===== config.mk =====
export PLATFORM = sky130hd
export DESIGN_NAME = phtp_trigger
export DESIGN_NICKNAME = d
export VERILOG_FILES = /design/src/logic/phtp_trigger.v /design/src/logic/phtp_deglitch.v
export VERILOG_INCLUDE_DIRS = /design/src /design/src/logic
export SDC_FILE = /design/constraint.sdc
export NUM_CORES = 1
export LEC_CHECK = 0
export ABC_AREA = 0
export BUFFER_PORTS_ARGS = -buffer_cell sky130_fd_sc_hd__buf_4
export CORE_ASPECT_RATIO = 1.75
export CORE_MARGIN = 1
export CORE_UTILIZATION = 35
export CTS_CLUSTER_DIAMETER = 200
export DETAILED_ROUTE_END_ITERATION = 16
export GPL_TIMING_DRIVEN = 1
export SLEW_MARGIN = 20
export SYNTH_ARGS = -nofsm -noshare
export SYNTH_HDL_FRONTEND = slang
export SYNTH_SLANG_ARGS = --single-unit

===== constraint.sdc =====
create_clock -name clk_sys -period 4.9 [get_ports clk_sys]
set_clock_uncertainty 0.15 [all_clocks]
set_input_delay 0.98 -clock clk_sys [delete_from_list [all_inputs] [get_ports clk_sys]]
set_output_delay 0.98 -clock clk_sys [all_outputs]
set_load 0.01 [all_outputs]

===== src/logic/phtp_map.vh =====
`ifndef PHTP_MAP_VH
`define PHTP_MAP_VH
// Register offsets, device-side register address space
`define PHTP_OPT_TWO_ADDR 8'h34
`define PHTP_OPT_ZERO_ADDR 8'h33
`define PHTP_OPT_TWO_RST 16'h8120
`define PHTP_OPT_ZERO_RST 16'h4A54
// Field positions in processor_hot_option_two
`define PHTP_VTH_HI 15
`define PHTP_VTH_LO 10
`define PHTP_DEG_HI 9
`define PHTP_DEG_LO 8
`define PHTP_EN_COMP 6
`define PHTP_EN_CRIT 5
`define PHTP_EN_NOM 4
`define PHTP_EN_DCHG 3
`define PHTP_EN_SYSTEM_RAIL_VOLTAGE 2
`define PHTP_EN_BATT 1
`define PHTP_EN_ADPT 0
// Field positions in option zero (pulse control)
`define PHTP_EXT_BIT 5
`define PHTP_WID_HI 4
`define PHTP_WID_LO 3
`define PHTP_CLR_BIT 2
// Threshold scaling, mA
`define PHTP_STEP_MA 512
`define PHTP_OFFSET_MA 128
// Timing, in ns, and derived cycles at 25 ns
`define PHTP_CLK_NS 25
`define PHTP_T100US_NS 100000
`define PHTP_T1600US_NS 1600000
`define PHTP_T6MS_NS 6000000
`define PHTP_T12MS_NS 12000000
`define PHTP_T1MS_NS 1000000
`define PHTP_T5MS_NS 5000000
`define PHTP_T10MS_NS 10000000
`define PHTP_CYC(t) (((t) + `PHTP_CLK_NS - 1) / `PHTP_CLK_NS)
// Timing counts in clk_sys cycles, sized for the 24-bit counters
`define PHTP_C20US 24'h000320
`define PHTP_C100US 24'h000FA0
`define PHTP_C1MS 24'h009C40
`define PHTP_C1600US 24'h00FA00
`define PHTP_C5MS 24'h030D40
`define PHTP_C6MS 24'h03A980
`define PHTP_C10MS 24'h061A80
`define PHTP_C12MS 24'h075300
`endif


===== src/logic/phtp_trigger.v =====
`timescale 1ns/1ps
`include "phtp_map.vh"
module phtp_trigger (
   input wire clk_sys,
   input wire sys_rst,
   input wire regWrite,
   input wire regRead,
   input wire [7:0] regAddr,
   input wire [15:0] regWdata,
   output reg [15:0] regRdata,
   input wire [15:0] dischargeCurrentMa,
   input wire comparatorTrip,
   input wire criticalInputCurrent,
   input wire nominalInputCurrent,
   input wire lowSystemVoltage,
   input wire batteryPresentSignal,
   input wire adapterPresent,
   output reg processorHotAlert_n
);
   ////////////////////////////////////////////////////////////////////////
   // Registers and pin synchronisers
   // Option zero holds the pulse control bits, option two the profile
   reg [15:0] optTwo_r;
   reg [15:0] optZero_r;
   reg [4:0] pinS1_r;
   reg [4:0] pinS2_r;
   reg battPrev_r;
   reg adptPrev_r;
   reg [15:0] currS1_r;
   reg [15:0] currS2_r;
   reg [15:0] currS3_r;
   reg [15:0] currHeld_r;
   reg [23:0] pulseCnt_r;
   reg alertActive_r;
   reg pending_r;

   wire [5:0] vthCode = optTwo_r[`PHTP_VTH_HI:`PHTP_VTH_LO];
   wire [1:0] degSel = optTwo_r[`PHTP_DEG_HI:`PHTP_DEG_LO];
   wire [1:0] widSel = optZero_r[`PHTP_WID_HI:`PHTP_WID_LO];
   wire extEnable = optZero_r[`PHTP_EXT_BIT];
   wire functionOn = |optTwo_r[6:0];

   // Threshold in mA: code*512 + 128
   // Top code gives 32256 mA plus the offset, still well inside 16 bits
   wire [15:0] thresholdMa = {vthCode, 9'h000} + 16'h0080;
   // Strictly greater, so a current sitting right on the threshold stays quiet
   wire dischargeOver = currHeld_r > thresholdMa;

   // Deglitch time lookup; counts assume the 40 MHz clock, so a faster clock
   // shortens every time in proportion
   reg [23:0] degCycles;
   always @* begin
      case (degSel)
         2'b00: degCycles = `PHTP_C1600US;
         2'b01: degCycles = `PHTP_C100US;
         2'b10: degCycles = `PHTP_C6MS;
         default: degCycles = `PHTP_C12MS;
      endcase
   end

   // Minimum pulse width lookup; note code 11 is the 5 ms setting
   reg [23:0] widCycles;
   always @* begin
      case (widSel)
         2'b00: widCycles = `PHTP_C100US;
         2'b01: widCycles = `PHTP_C1MS;
         2'b10: widCycles = `PHTP_C10MS;
         default: widCycles = `PHTP_C5MS;
      endcase
   end

   ////////////////////////////////////////////////////////////////////////
   // Register access; clear bit returns to idle 1 after use
   // A host write wins over that restore; the release itself is taken from
   // the write strobe, so a clear is never lost to the restore
   always @(posedge clk_sys) begin
      if (sys_rst) begin
         optTwo_r <= `PHTP_OPT_TWO_RST;
         optZero_r <= `PHTP_OPT_ZERO_RST;
      end else if (regWrite && regAddr == `PHTP_OPT_TWO_ADDR) begin
         optTwo_r <= regWdata;
      end else if (regWrite && regAddr == `PHTP_OPT_ZERO_ADDR) begin
         optZero_r <= regWdata;
      end else if (!optZero_r[`PHTP_CLR_BIT] && !alertActive_r) begin
         optZero_r[`PHTP_CLR_BIT] <= 1'b1;
      end
   end

   // Read mux, registered; unmapped reads zero
   // Data stands until the next read strobe
   always @(posedge clk_sys) begin
      if (sys_rst) begin
         regRdata <= 16'h0000;
      end else if (regRead) begin
         case (regAddr)
            `PHTP_OPT_TWO_ADDR: regRdata <= optTwo_r;
            `PHTP_OPT_ZERO_ADDR: regRdata <= optZero_r;
            default: regRdata <= 16'h0000;
         endcase
      end
   end

   ////////////////////////////////////////////////////////////////////////
   // Two-stage sync of asynchronous levels and the current word
   // Pin levels pass two flops before any logic looks at them
   always @(posedge clk_sys) begin
      if (sys_rst) begin
         pinS1_r <= 5'h00;
         pinS2_r <= 5'h00;
         currS1_r <= 16'h0000;
         currS2_r <= 16'h0000;
      end else begin
         pinS1_r <= {adapterPresent, batteryPresentSignal, comparatorTrip,
                     criticalInputCurrent, nominalInputCurrent};
         pinS2_r <= pinS1_r;
         currS1_r <= dischargeCurrentMa; // Qualified further below
         currS2_r <= currS1_r;
      end
   end

   ////////////////////////////////////////////////////////////////////////
   // Current word capture: the word crosses domains as sixteen loose bits,
   // so it is taken only once two successive synced samples agree; two
   // cycles of latency are nothing next to the deglitch time
   always @(posedge clk_sys) begin
      if (sys_rst) begin
         currS3_r <= 16'h0000;
         currHeld_r <= 16'h0000;
      end else begin
         currS3_r <= currS2_r;
         if (currS2_r == currS3_r) begin
            currHeld_r <= currS2_r;
         end
      end
   end

   // Deglitched sources; comparator, critical and nominal are pre-filtered
   wire dchgQual;
   wire vsysQual;
   phtp_deglitch uDchg (
      .clk_sys(clk_sys),
      .sys_rst(sys_rst),
      .condIn(dischargeOver),
      .holdCycles(degCycles),
      .condOut(dchgQual)
   );
   // Low rail comes from logic on this clock and has a fixed 20 us filter
   phtp_deglitch uVsys (
      .clk_sys(clk_sys),
      .sys_rst(sys_rst),
      .condIn(lowSystemVoltage),
      .holdCycles(`PHTP_C20US),
      .condOut(vsysQual)
   );

   // Level triggers gated by their enables
   // Every source has its own enable, so all-clear already means silence;
   // the explicit gate keeps that true should a source ever be added
   wire levelHit = (optTwo_r[`PHTP_EN_COMP] & pinS2_r[2])
      | (optTwo_r[`PHTP_EN_CRIT] & pinS2_r[1])
      | (optTwo_r[`PHTP_EN_NOM] & pinS2_r[0])
      | (optTwo_r[`PHTP_EN_DCHG] & dchgQual)
      | (optTwo_r[`PHTP_EN_SYSTEM_RAIL_VOLTAGE] & vsysQual);
   wire battFall = optTwo_r[`PHTP_EN_BATT] & battPrev_r & !pinS2_r[3];
   wire adptFall = optTwo_r[`PHTP_EN_ADPT] & adptPrev_r & !pinS2_r[4];
   wire trigger = functionOn & (levelHit | battFall | adptFall);
   // A clear is taken straight from the write strobe
   wire clearWrite = regWrite && regAddr == `PHTP_OPT_ZERO_ADDR
      && !regWdata[`PHTP_CLR_BIT];

   ////////////////////////////////////////////////////////////////////////
   // Alert pulse: min width, or held until clear when extended
   always @(posedge clk_sys) begin
      if (sys_rst) begin
         battPrev_r <= 1'b0;
         adptPrev_r <= 1'b0;
         alertActive_r <= 1'b0;
         pending_r <= 1'b0;
         pulseCnt_r <= 24'h000000;
         processorHotAlert_n <= 1'b1;
      end else begin
         // Previous samples reset low, so a pin high at reset shows only a
         // rising edge, which nobody watches; no false removal follows reset
         battPrev_r <= pinS2_r[3];
         adptPrev_r <= pinS2_r[4];
         // A new trigger wins over a release in the same cycle, so a source
         // that is still active keeps the line low even across a clear write
         if (trigger) begin
            alertActive_r <= 1'b1;
            pending_r <= extEnable;
            pulseCnt_r <= 24'h000000;
            processorHotAlert_n <= 1'b0;
         end else if (alertActive_r) begin
            if (pending_r) begin
               if (clearWrite || !extEnable) begin
                  alertActive_r <= 1'b0;
                  pending_r <= 1'b0;
                  processorHotAlert_n <= 1'b1;
               end
            end else if (pulseCnt_r + 24'h000001 >= widCycles) begin
               alertActive_r <= 1'b0;
               processorHotAlert_n <= 1'b1;
            end else begin
               pulseCnt_r <= pulseCnt_r + 24'h000001;
            end
         end
      end
   end
endmodule


===== src/logic/phtp_deglitch.v =====
`timescale 1ns/1ps
`include "phtp_map.vh"

// Passes a level only after it has stood for the full selected time
module phtp_deglitch (
   input wire clk_sys,
   input wire sys_rst,
   input wire condIn,
   input wire [23:0] holdCycles,
   output reg condOut
);
   reg [23:0] count_r;

   // Any drop restarts the timing
   always @(posedge clk_sys) begin
      if (sys_rst) begin
         count_r <= 24'h000000;
         condOut <= 1'b0;
      end else if (!condIn) begin
         count_r <= 24'h000000;
         condOut <= 1'b0;
      end else if (count_r + 24'h000001 >= holdCycles) begin
         condOut <= 1'b1;
      end else begin
         count_r <= count_r + 24'h000001;
      end
   end
endmodule


; ---- Yosys cells after proc, flatten, opt, wreduce, memory -nomap -nowiden
; Index checks and enable logic that the tools add are counted.
[word_totals]
input_bits = 50
elab_cells = 99
register_bits = 201
out_inout_bits = 17
[classes]
n_lt_le_gt_ge = 4
muxes = 18
n_eq_ne = 8
bitwise_logic = 21
add_sub_neg = 4
n_reduce_logical = 24
[op_table]
columns = op, n
row1 = one-hot mux 19 bit (3 select lines), 2
row2 = "adder 24 x 1 -> 24 bit, second input constant", 3
row3 = one-hot mux 16 bit (2 select lines), 1
row4 = "greater-or-equal comparator 24 x 10 -> 1 bit, second input constant", 1
row5 = greater-or-equal comparator 24 x 19 -> 1 bit, 1
row6 = greater-or-equal comparator 24 bit, 1
row7 = "adder 15 x 8 -> 16 bit, second input constant", 1
row8 = equality test 16 bit, 1
row9 = "equality test 8 x 6 -> 1 bit, second input constant", 2
row10 = > comparator 16 bit, 1
row11 = 2-to-1 mux 1 bit, 15
row12 = AND 1 bit, 10
row13 = OR reduction 7 bit, 1
row14 = zero test 1 bit, 6
row15 = OR 1 bit, 6
row16 = AND reduction 3 bit, 2
row17 = OR reduction 2 bit, 3
row18 = inverter 1 bit, 5
row19 = "equality test 2 x 1 -> 1 bit, second input constant", 2
row20 = "equality test 2 bit, second input constant", 2
row21 = logical AND 1 bit, 4
row22 = zero test 2 bit, 2
row23 = AND reduction 2 bit, 2
row24 = nonzero test 2 bit, 2
row25 = 3 further kinds, 3

; ---- Logic depth before layout (Yosys ltp)
; Gate-level depths: netlist of run 1.
[logic_depth]
depth_word = 10
depth_mapped = 17
ltp_nobuf = 15

; ---- Modules after synthesis
; From an unflattened synthesis of run 1, not the netlist that was laid out.
[unflattened]
hier_cells = 1259
hier_area_um2 = 11051.8
[by_module_without_submodules]
columns = module, seq_area_each_um2, cells_per_inst, instances, area_each_um2
row1 = phtp_trigger, 3022.9, 709, 1, 6555.0
row2 = phtp_deglitch, 500.5, 275, 2, 2248.4

; ---- Worst setup path before layout of run 1
; OpenSTA, ideal clock, no wires.
[synth_path]
path_kind = register to register
start = reg uDchg.count_r[7]
end = reg uDchg.count_r[15]
n_path_buf = 2
slack_ns = 1.329
path_stages_with_launch = 17
arrival_time_ns = 3.293
setup_ns = 0.128
t_required_ns = 4.622
path_cell_list = dfxtp_1 -> nand3_1 -> or4_1 -> clkbuf_1 -> inv_1 -> nand3_1 -> xnor2_1 -> ha_1 -> a21o_1 -> a21o_1 -> a21o_1 -> a311oi_1 -> o21ai_1 -> clkbuf_1 -> nor4_1 -> xnor2_1 -> nor2_1
[synth_via]
elab_chain_len = 2
[synth_rtl]
columns = element, line_no
row1 = "start, declared", phtp_deglitch.v:12  ; reg [23:0] count_r;
row2 = "start signal, assigned", phtp_deglitch.v:25  ; count_r <= count_r + 24'h000001;
row3 = adder 24 x 1 -> 24 bit (*), "phtp_deglitch.v:22, phtp_deglitch.v:25"
row4 = greater-or-equal comparator 24 x 19 -> 1 bit, phtp_deglitch.v:22  ; end else if (count_r + 24'h000001 >= holdCycles) begin
; Every way passes the cells marked *; elsewhere a longest branch is shown, timed or not.
; A chain may end at the register's enable or synchronous reset.

; ---- Worst setup path in the final report of run 1
[layout_path]
start = reg uDchg.count_r[7]
end = reg uDchg.count_r[23]
; The elaborated chain is that of the path after synthesis.

==> results.txt, run 1 <==
* Status: finished, final reports clean
- Once the floorplan was initialized, standard cells occupied a little over a third of the core.
- In this run the tool buffered the top-level ports with 66 buffer cells.
* ANT cells: 0
- In this run, synthesis inferred 0 flip-flops with an integrated enable.
- Measured along the y axis, the die boundary spans between 200 and 250 microns.
- Clock latency on the worst-skew pair, taken at its later pin, is just under 500 ps.
- Worst reg-to-reg setup slack: about 960 ps
- During I/O placement, the number of pins put on the boundary was 67.
- RSZ-0062 raised after global routing: false
- In this run the horizontal extent of the chip is roughly 130 microns.
- The clock passes through at most 3 buffers.
- The core region is 0.0261 sq mm.
* Min-delay worst type: flop to flop
* Overflow left after global routing: 0
* Period Utilization, post-route: about four fifths
- Headroom to the max-slew limit came out at 42.7%.
* Clk sinks: about 200
- Top area cells in the synthesized netlist: dfxtp_1 43%, ha_1 5.9%, nor2b_1 4.1%, nor2_1 3.9%, xnor2_1 3.8%
- Number of antenna violations at the first check in global routing: 0
* Maximum number of pins on one net before global-route repair: 81
* Number of vias after detailed routing: between 7,000 and 8,000
- Syn Std Cell Area: around 0.0093 sq mm
- Once placement completed, the tool counted placed cells totaling roughly 1,400.
* Final Total Pwr: ~3600 uW
- Dominant cell type by count on the critical path: a21o_1
* Area fraction of the dominant cell type after synthesis: a little over two fifths
- Startpoint type of the worst setup path: flop
- Number of antenna-violating nets in the routed design: 0
- For this run, the number of standard cells in the final layout without fillers is about 1,400.
- In this run, post-CTS hold repair placed 0 buffers.
- The signal on the critical path passes through nand3_1 > or4_1 > inv_1 > nand3_1 > xnor2_1 > ha_1 > a21o_1 > a21o_1 > a21o_1 > a311oi_1 > o21ai_1 > buf_4 > nor2_1 > nor2_1 > and2_1.
* Beginning of the worst register-to-register path: uDchg.count_r[7]$_SDFFE_PP0N_
* Critical path buffers and inverters: 2
* Cell with the biggest individual delay on the critical path: or4_1
- After layout, the minimum clock period comes to about 3900 ps.
* Nets: around 1,200
- The first routing iteration left 349 violations.
- For this run, asynchronously set or reset flops after synthesis account for 0%.
- The number of global-route vias before repair came to roughly 7,100.
- Area of the die: 0.0274 sq mm
- After detailed routing, the total wire length is 21,000 microns.
- Setup violations remaining at the end of the flow were counted as 0.
- Dividing total power by cell area gives a power density of ~330 mW/mm^2.
- Derived from the worst setup path, the maximum achievable clock frequency is roughly 250 MHz.
- At the pin with the least slew margin, the transition time is between 800 and 900 ps.
- Post-CTS repair changed the size of 0 cells.
- Rows: between 70 and 80
* Delay-heaviest family, CP: simple AND/OR/NAND/NOR gates
- The Yosys step of the flow raised 0 warnings.
* Per-cell via count in the routed design: 5.20
- For the worst setup path, the data required time is approximately 5100 ps.
- Number of fill cells in the layout: around 2,500
* Source of the worst hold timing path: currS1_r[8]$_SDFF_PP0_
- The synthesized design contains 201 register bits.
* Capturing element type of the critical path: flop
- In this design, the stage delay of the slowest critical-path cell is ~700 ps.
- TritonCTS built the clock tree.
* Global-route wire length before repair: 34,500 microns
* Cell type contributing the most total cell area after synthesis: dfxtp_1
- After synthesis, the mean cell area works out to 8.96 sq um.
- DRC violation count after routing: 0
* Post-CTS repair timing setup buffer count: 0
- Core occupancy in the finished layout: 41.9%
- Reported leakage power: around 0.0045 uW
* DR WL/cell: around 15 microns
- Detailed Place HPWL: 15,100 microns
* CP max FO: 9
* Synthesis-to-layout area growth: 16.8%
- Routability congestion estimate from global placement: 0.843
* Hold violation total from the final report: 0
- Worst-case setup margin in the final layout: 958 ps
- Post-Synthesis Cells: 1,043
- The critical path is of the flop to flop type.
- Counting the buffers created by CTS gives 20.
- TritonRoute pass-1 iters: 5
* CP startpoint: uDchg.count_r[7]$_SDFFE_PP0N_
- Fraction of layout instances using a drive strength above 1: between 10% and 20%
- For this run, the register share of the synthesized area comes to approximately 43%.
- Critical Path AT: 4180 ps
- The max-slew violation count was 0.
- Worst setup timing slack at the placement stage: 969 ps
- Across the VDD grid, the largest voltage drop is roughly 0.27 mV.
- Setup TNS: 0 ps
* Reg clk slew, reported paths: 70 ps
- Synthesis produced a netlist with a net count of 1,137.
- CTS built an H-tree with a depth of 1.
* Most frequently used flop master after synthesis: dfxtp_1
- After synthesis, the netlist uses 66 different library cells.
* Max capacitance violation total: 0
- Global-route total usage across every layer: 15.3%
- The tree is rooted in a clkbuf_16.
## placed cells by master (no fill, tap or decap), types with 6 or more instances in the layout
| cell | Yosys | routed |
|---|---|---|
| a31oi_1 | 8 | 8 |
| a211oi_1 | 22 | 22 |
| nor3b_1 | 6 | 6 |
| bufinv_16 | 0 | 6 |
| nand4_1 | 20 | 20 |
| mux2i_1 | 23 | 23 |
| buf_4 | 0 | 77 |
| clkbuf_16 | 0 | 21 |
| nor2_1 | 97 | 96 |
| and3_1 | 22 | 22 |
| nor3_1 | 29 | 28 |
| a22oi_1 | 17 | 17 |
| and2_1 | 20 | 20 |
| dfxtp_1 | 201 | 201 |
| xor2_1 | 32 | 32 |
| nand3_1 | 40 | 40 |
| nor2b_1 | 61 | 61 |
| a21o_1 | 9 | 9 |
| ha_1 | 44 | 44 |
| a21oi_1 | 42 | 42 |
| nor4_1 | 13 | 12 |
| nand2_1 | 90 | 90 |
| o21ai_0 | 13 | 13 |
| and4_1 | 10 | 10 |
| xnor2_1 | 41 | 41 |
| o31ai_1 | 9 | 9 |
| or4_1 | 6 | 6 |
| inv_1 | 29 | 29 |
| or3_1 | 11 | 11 |
## cells by family (layout without fill, tap and decap cells)
family | count (synthesis) | count (layout) | synth area share (%)
AOI/OAI and AO/OA | 166 | 166 | 12.5
xor gates and xnor gates | 73 | 73 | 6.84
adders and majority gates | 44 | 44 | 5.89
buffers and inverters | 83 | 142 | 3.52
DFF | 201 | 201 | 43.1
muxes | 25 | 25 | 2.70
and+or+nand+nor | 451 | 451 | 25.5
## path summary, 6_finish.rpt
check,cells past startpoint,endpoint
setup / recovery,15,uDchg.count_r[23]$_SDFFE_PP0N_
hold / removal,1,currS2_r[8]$_SDFF_PP0_
setup reg to reg,15,uDchg.count_r[23]$_SDFFE_PP0N_
hold reg to reg,1,currS2_r[8]$_SDFF_PP0_
## state kept, by name (all words and copies together) (netlist names)
name	cells
adptPrev_r	1
alertActive_r	1
battPrev_r	1
currHeld_r	16
currS1_r	16
currS2_r	16
currS3_r	16
optTwo_r	16
optZero_r	16
pending_r	1
pinS1_r	5
pinS2_r	5
processorHotAlert_n	1
pulseCnt_r	24
regRdata	16
uDchg.condOut	1
uDchg.count_r	24
uVsys.condOut	1
uVsys.count_r	24
## cell usage after synthesis (all sizes together), types with 3 or more instances
| cell type | number |
|---|---|
| or2 | 4 |
| ha | 44 |
| or3 | 12 |
| a21o | 9 |
| nand3 | 40 |
| o311ai | 3 |
| xnor2 | 41 |
| xor2 | 32 |
| and4 | 10 |
| nand3b | 5 |
| o2111ai | 4 |
| nand4b | 5 |
| a22oi | 17 |
| and2 | 21 |
| dfxtp | 201 |
| nor4 | 16 |
| o21ai | 14 |
| a311oi | 3 |
| clkbuf | 45 |
| nand4 | 20 |
| o21a | 5 |
| or4 | 6 |
| a211o | 4 |
| a211oi | 22 |
| nor4b | 3 |
| nor2 | 97 |
| nand2 | 91 |
| nor3b | 6 |
| nor2b | 61 |
| o211ai | 3 |
| a31oi | 8 |
| inv | 29 |
| o31ai | 9 |
| a21oi | 42 |
| buf | 9 |
| and3 | 22 |
| mux2i | 23 |
| a41o | 4 |
| nor3 | 30 |
## area by class of cell
| class | instances | area, sq um | area share [%] |
|---|---|---|---|
| clock buffer | 25 | 581 | 5.32 |
| clock inverter | 11 | 214 | 1.96 |
| inverter | 29 | 109 | 0.998 |
| multi-input combinational | 759 | 5000 | 45.9 |
| sequential | 201 | 4020 | 36.9 |
| tap | 320 | 400 | 3.67 |
| timing repair buffer | 77 | 578 | 5.30 |
## power by group
part | internal [uW] | switching (uW) | leakage [uW] | total (uW)
Combinational | 68.2 | 74.7 | 0.00244 | 143
Sequential | 1660 | 18.3 | 0.00163 | 1680
Clock | 1160 | 655 | 0.000385 | 1810
Total | 2890 | 748 | 0.00446 | 3640
## routing by layer
metal / global-route usage, % / up-vias / share of wire [%]
met5: 0 / - / 0
met4: 5.81 / 0 / 2.6
met3: 2.15 / 33 / 4.2
met2: 29.4 / 139 / 53
met1: 16.8 / 3450 / 41
li1: - / 3770 / -
## stage by stage
stage / hold slack (ps) / instance area, sq um
2_1_floorplan: 264 / 9340
3_3_place_gp: 265 / 10100
3_5_place_dp: 270 / 10100
4_1_cts: 286 / 10900
5_1_grt: 305 / 10900
6_report: 284 / 10900
Note: power is estimated with default switching activity, not from simulation.
==> inputs of run 2 (changes only) <==
- clock period: 4.9 -> 3.41 ns (I/O delays scaled with it)
==> results.txt, run 2 (same netlist as run 1, synthesis figures left out) <==
- Maximum number of pins on one net before global-route repair: 80
- Iteration-0 DRC Markers: 350
* Aggregate routed wire length: about 23,000 microns
- Slew of the pin with the lowest slew margin: slightly below 800 ps
* Global-route total usage across every layer: ~17%
* Power density relative to cell area: ~410 mW/mm^2
- Starting density of the core: a little over a third
- RSZ-0062 raised after global routing: true
- Setup TNS: 0 ps
* Synthesis-to-layout area growth: 27.9%
- Overflow left after global routing: 0
- Area of the die: ~0.027 sq mm
- Hold WS: about 240 ps
* Critical Path AT: around 3600 ps
- DRC violation count after routing: 4
- Along the worst path, the maximum fanout reaches 5.
- Before antenna repair, the detailed router went through 11 iterations.
- At the later pin of the worst-skew pair, clock insertion delay measures 500 ps.
* Min-delay worst type: input port to flop
- Period Utilization, post-route: a little under 100%
- Number of placed cells counting well taps: between 1,000 and 1,500
- Floorplan die width: approximately 130 microns
- Fraction of layout instances using a drive strength above 1: 24.3%
- Clock root buffer master: clkbuf_16
* Clock tree from TritonCTS: built
- The HPWL after detailed placement is approximately 16,000 microns.
- The worst setup path is captured at a flop.
- Among the stages of the critical path, the cell type that occurs most often is a21o_1.
- Reg clk slew, reported paths: around 60 ps
- Status: finished, violations left
- Rows: about 80
- Timing analysis after detailed placement gives a worst setup slack of -142 ps.
* Core footprint: between 0.02 and 0.03 sq mm
- The final hold violation count was 0.
- Startpoint type of the worst setup path: flop
- Commonest non-fill, non-tap cells in the layout: 188 x dfxtp_1, 153 x buf_4, 93 x nor2_1
- Max capacitance violation total: 0
- The number of global-route vias before repair was around 7,600.
- Cells traversed along the worst timing path: nand2_2 > or4_4 > inv_2 > nand3_4 > xnor2_2 > ha_1 > a21o_1 > a21o_1 > a21o_1 > a311oi_2 > o21ai_4 > buf_6 > buf_8 > nor3_4 > xnor2_1 > nor2_1
- Among cell families on the critical path, the largest total delay comes from simple AND/OR/NAND/NOR gates.
* Final setup vio count: 0
- Number of vias after detailed routing: approximately 7,900
- The number of buffers and inverters on the critical path is 3.
- Maximum achievable frequency: 296 MHz
* Clk sinks: ~200
* Final max-slew violation count: 0
- The first global-routing pass estimated roughly 37,000 microns of wire.
- On the critical path, the stage with the largest delay is an instance of or4_4.
* Maximum cell stage delay along the critical path: approximately 550 ps
- Filler-free cell count of the finished design: 1,512
- Once routing completed, OpenROAD measured the worst setup slack at 29.9 ps.
* Nets: 1,272
- Across the whole layout, storage elements account for 0.00405 sq mm.
- Inserted Clock Buffers: 20
- Max H-tree Level: 1
- In this run the tightest slew margin relative to its limit is between 40% and 50%.
- DR WL/cell: between 15 and 20 microns
- Number of antenna violations at the first check in global routing: 1
- The clock passes through at most 3 buffers.
- After filler insertion, the fill cell instance count of the layout stands at roughly 2,500.
* IO buf count: 66
- Area taken by multi-input logic gates: 0.00540 sq mm
* Number of antenna-violating nets in the routed design: 0
- Using the TritonRoute via totals, the vias-per-cell ratio works out to 5.22.
- Routability congestion estimate from global placement: ~0.82
- The final reports fail on DRC.
- From bottom edge to top edge, the die measures between 200 and 250 microns.
* I/O pin cnt: 67
- The library cell used most frequently in the layout, excluding fill and tap cells, is dfxtp_1.
- By startpoint and endpoint, the worst setup path is classified as flop to flop.
- The completed layout was analyzed and its total power is roughly 5000 uW.
- Leading registers by flop count: pulseCnt_r x24, uDchg.count_r x24, uVsys.count_r x24
- Count of hold buffers inserted by post-cts repair: 0
- Data on the critical path is required at its endpoint by between 3000 and 4000 ps.
- Min cycle time layout: between 3000 and 4000 ps
* Worst vdd rail ir drop: 0.408 mV
* Reported leakage power: approximately 0.005 uW
[run 2: cell types whose count changed in the layout (fill, tap and decap cells not counted), sizes merged]
cell      change
buf          +90
bufinv        -4
clkbuf        -1
clkinv        +6
clkinvlp      -1
diode         +1
inv           -1
[run 2: per-layer routing]
layer,vias to the layer above,track usage (%),part of all wire (%)
li1,3949,-,-
met1,3740,17.1,39
met2,156,32.5,54
met3,54,2.25,3.5
met4,0,7.40,3.7
met5,-,0,0
[run 2: where the power goes]
group | switching (uW) | internal, uW
Clock | 930 | 1300
Sequential | 27.6 | 2390
Combinational | 110 | 102
Total | 1070 | 3790
[run 2: cell type report]
class                           instances  area share (%)
Multi-Input combinational cell        759            45.2
Sequential cell                       201            33.8
Timing Repair Buffer                  167            11.1
Clock buffer                           24            4.56
Tap cell                              320            3.35
Clock inverter                         11            1.06
Inverter                               29           0.911
Antenna cell                            1          0.0209
[run 2: worst register-to-register path, cell delays in order, from the launching register on]
cell and delay (ps):
dfxtp_2 350, nand2_2 70, or4_4 550, inv_2 90, nand3_4 80, xnor2_2 150
ha_1 290, a21o_1 160, a21o_1 170, a21o_1 160, a311oi_2 260, o21ai_4 100
buf_6 140, buf_8 130, nor3_4 200, xnor2_1 140, nor2_1 50
[run 2: repair_timing]
| action | 4_1_cts | 5_1_grt |
|---|---|---|
| gates cloned | 0 | 1 |
| gates resized for setup | 30 | 74 |
| pin swaps | 10 | 35 |
| buffers inserted | 21 | 8 |
| setup endpoints to repair | 21 | 49 |
[run 2: path summary, 6_finish.rpt]
path	from	endpoint	slack [ps]	depth (start not counted)
hold reg to reg	currS1_r[10]$_SDFF_PP0_	currS2_r[10]$_SDFF_PP0_	290	1
hold / removal	dischargeCurrentMa[3]	currS1_r[3]$_SDFF_PP0_	240	2
setup reg to reg	uDchg.count_r[0]$_SDFFE_PP0N_	uDchg.count_r[13]$_SDFFE_PP0N_	30	16
setup / recovery	uDchg.count_r[0]$_SDFFE_PP0N_	uDchg.count_r[13]$_SDFFE_PP0N_	30	16
[run 2: per-stage QoR]
stage | utilization [%] | area, sq um
final | 45.9 | 12000
after global routing | 45.9 | 12000
after global placement | 40.7 | 10600
after floorplan | - | 9360
after CTS | 44.4 | 11600
after detailed placement | 40.7 | 10600
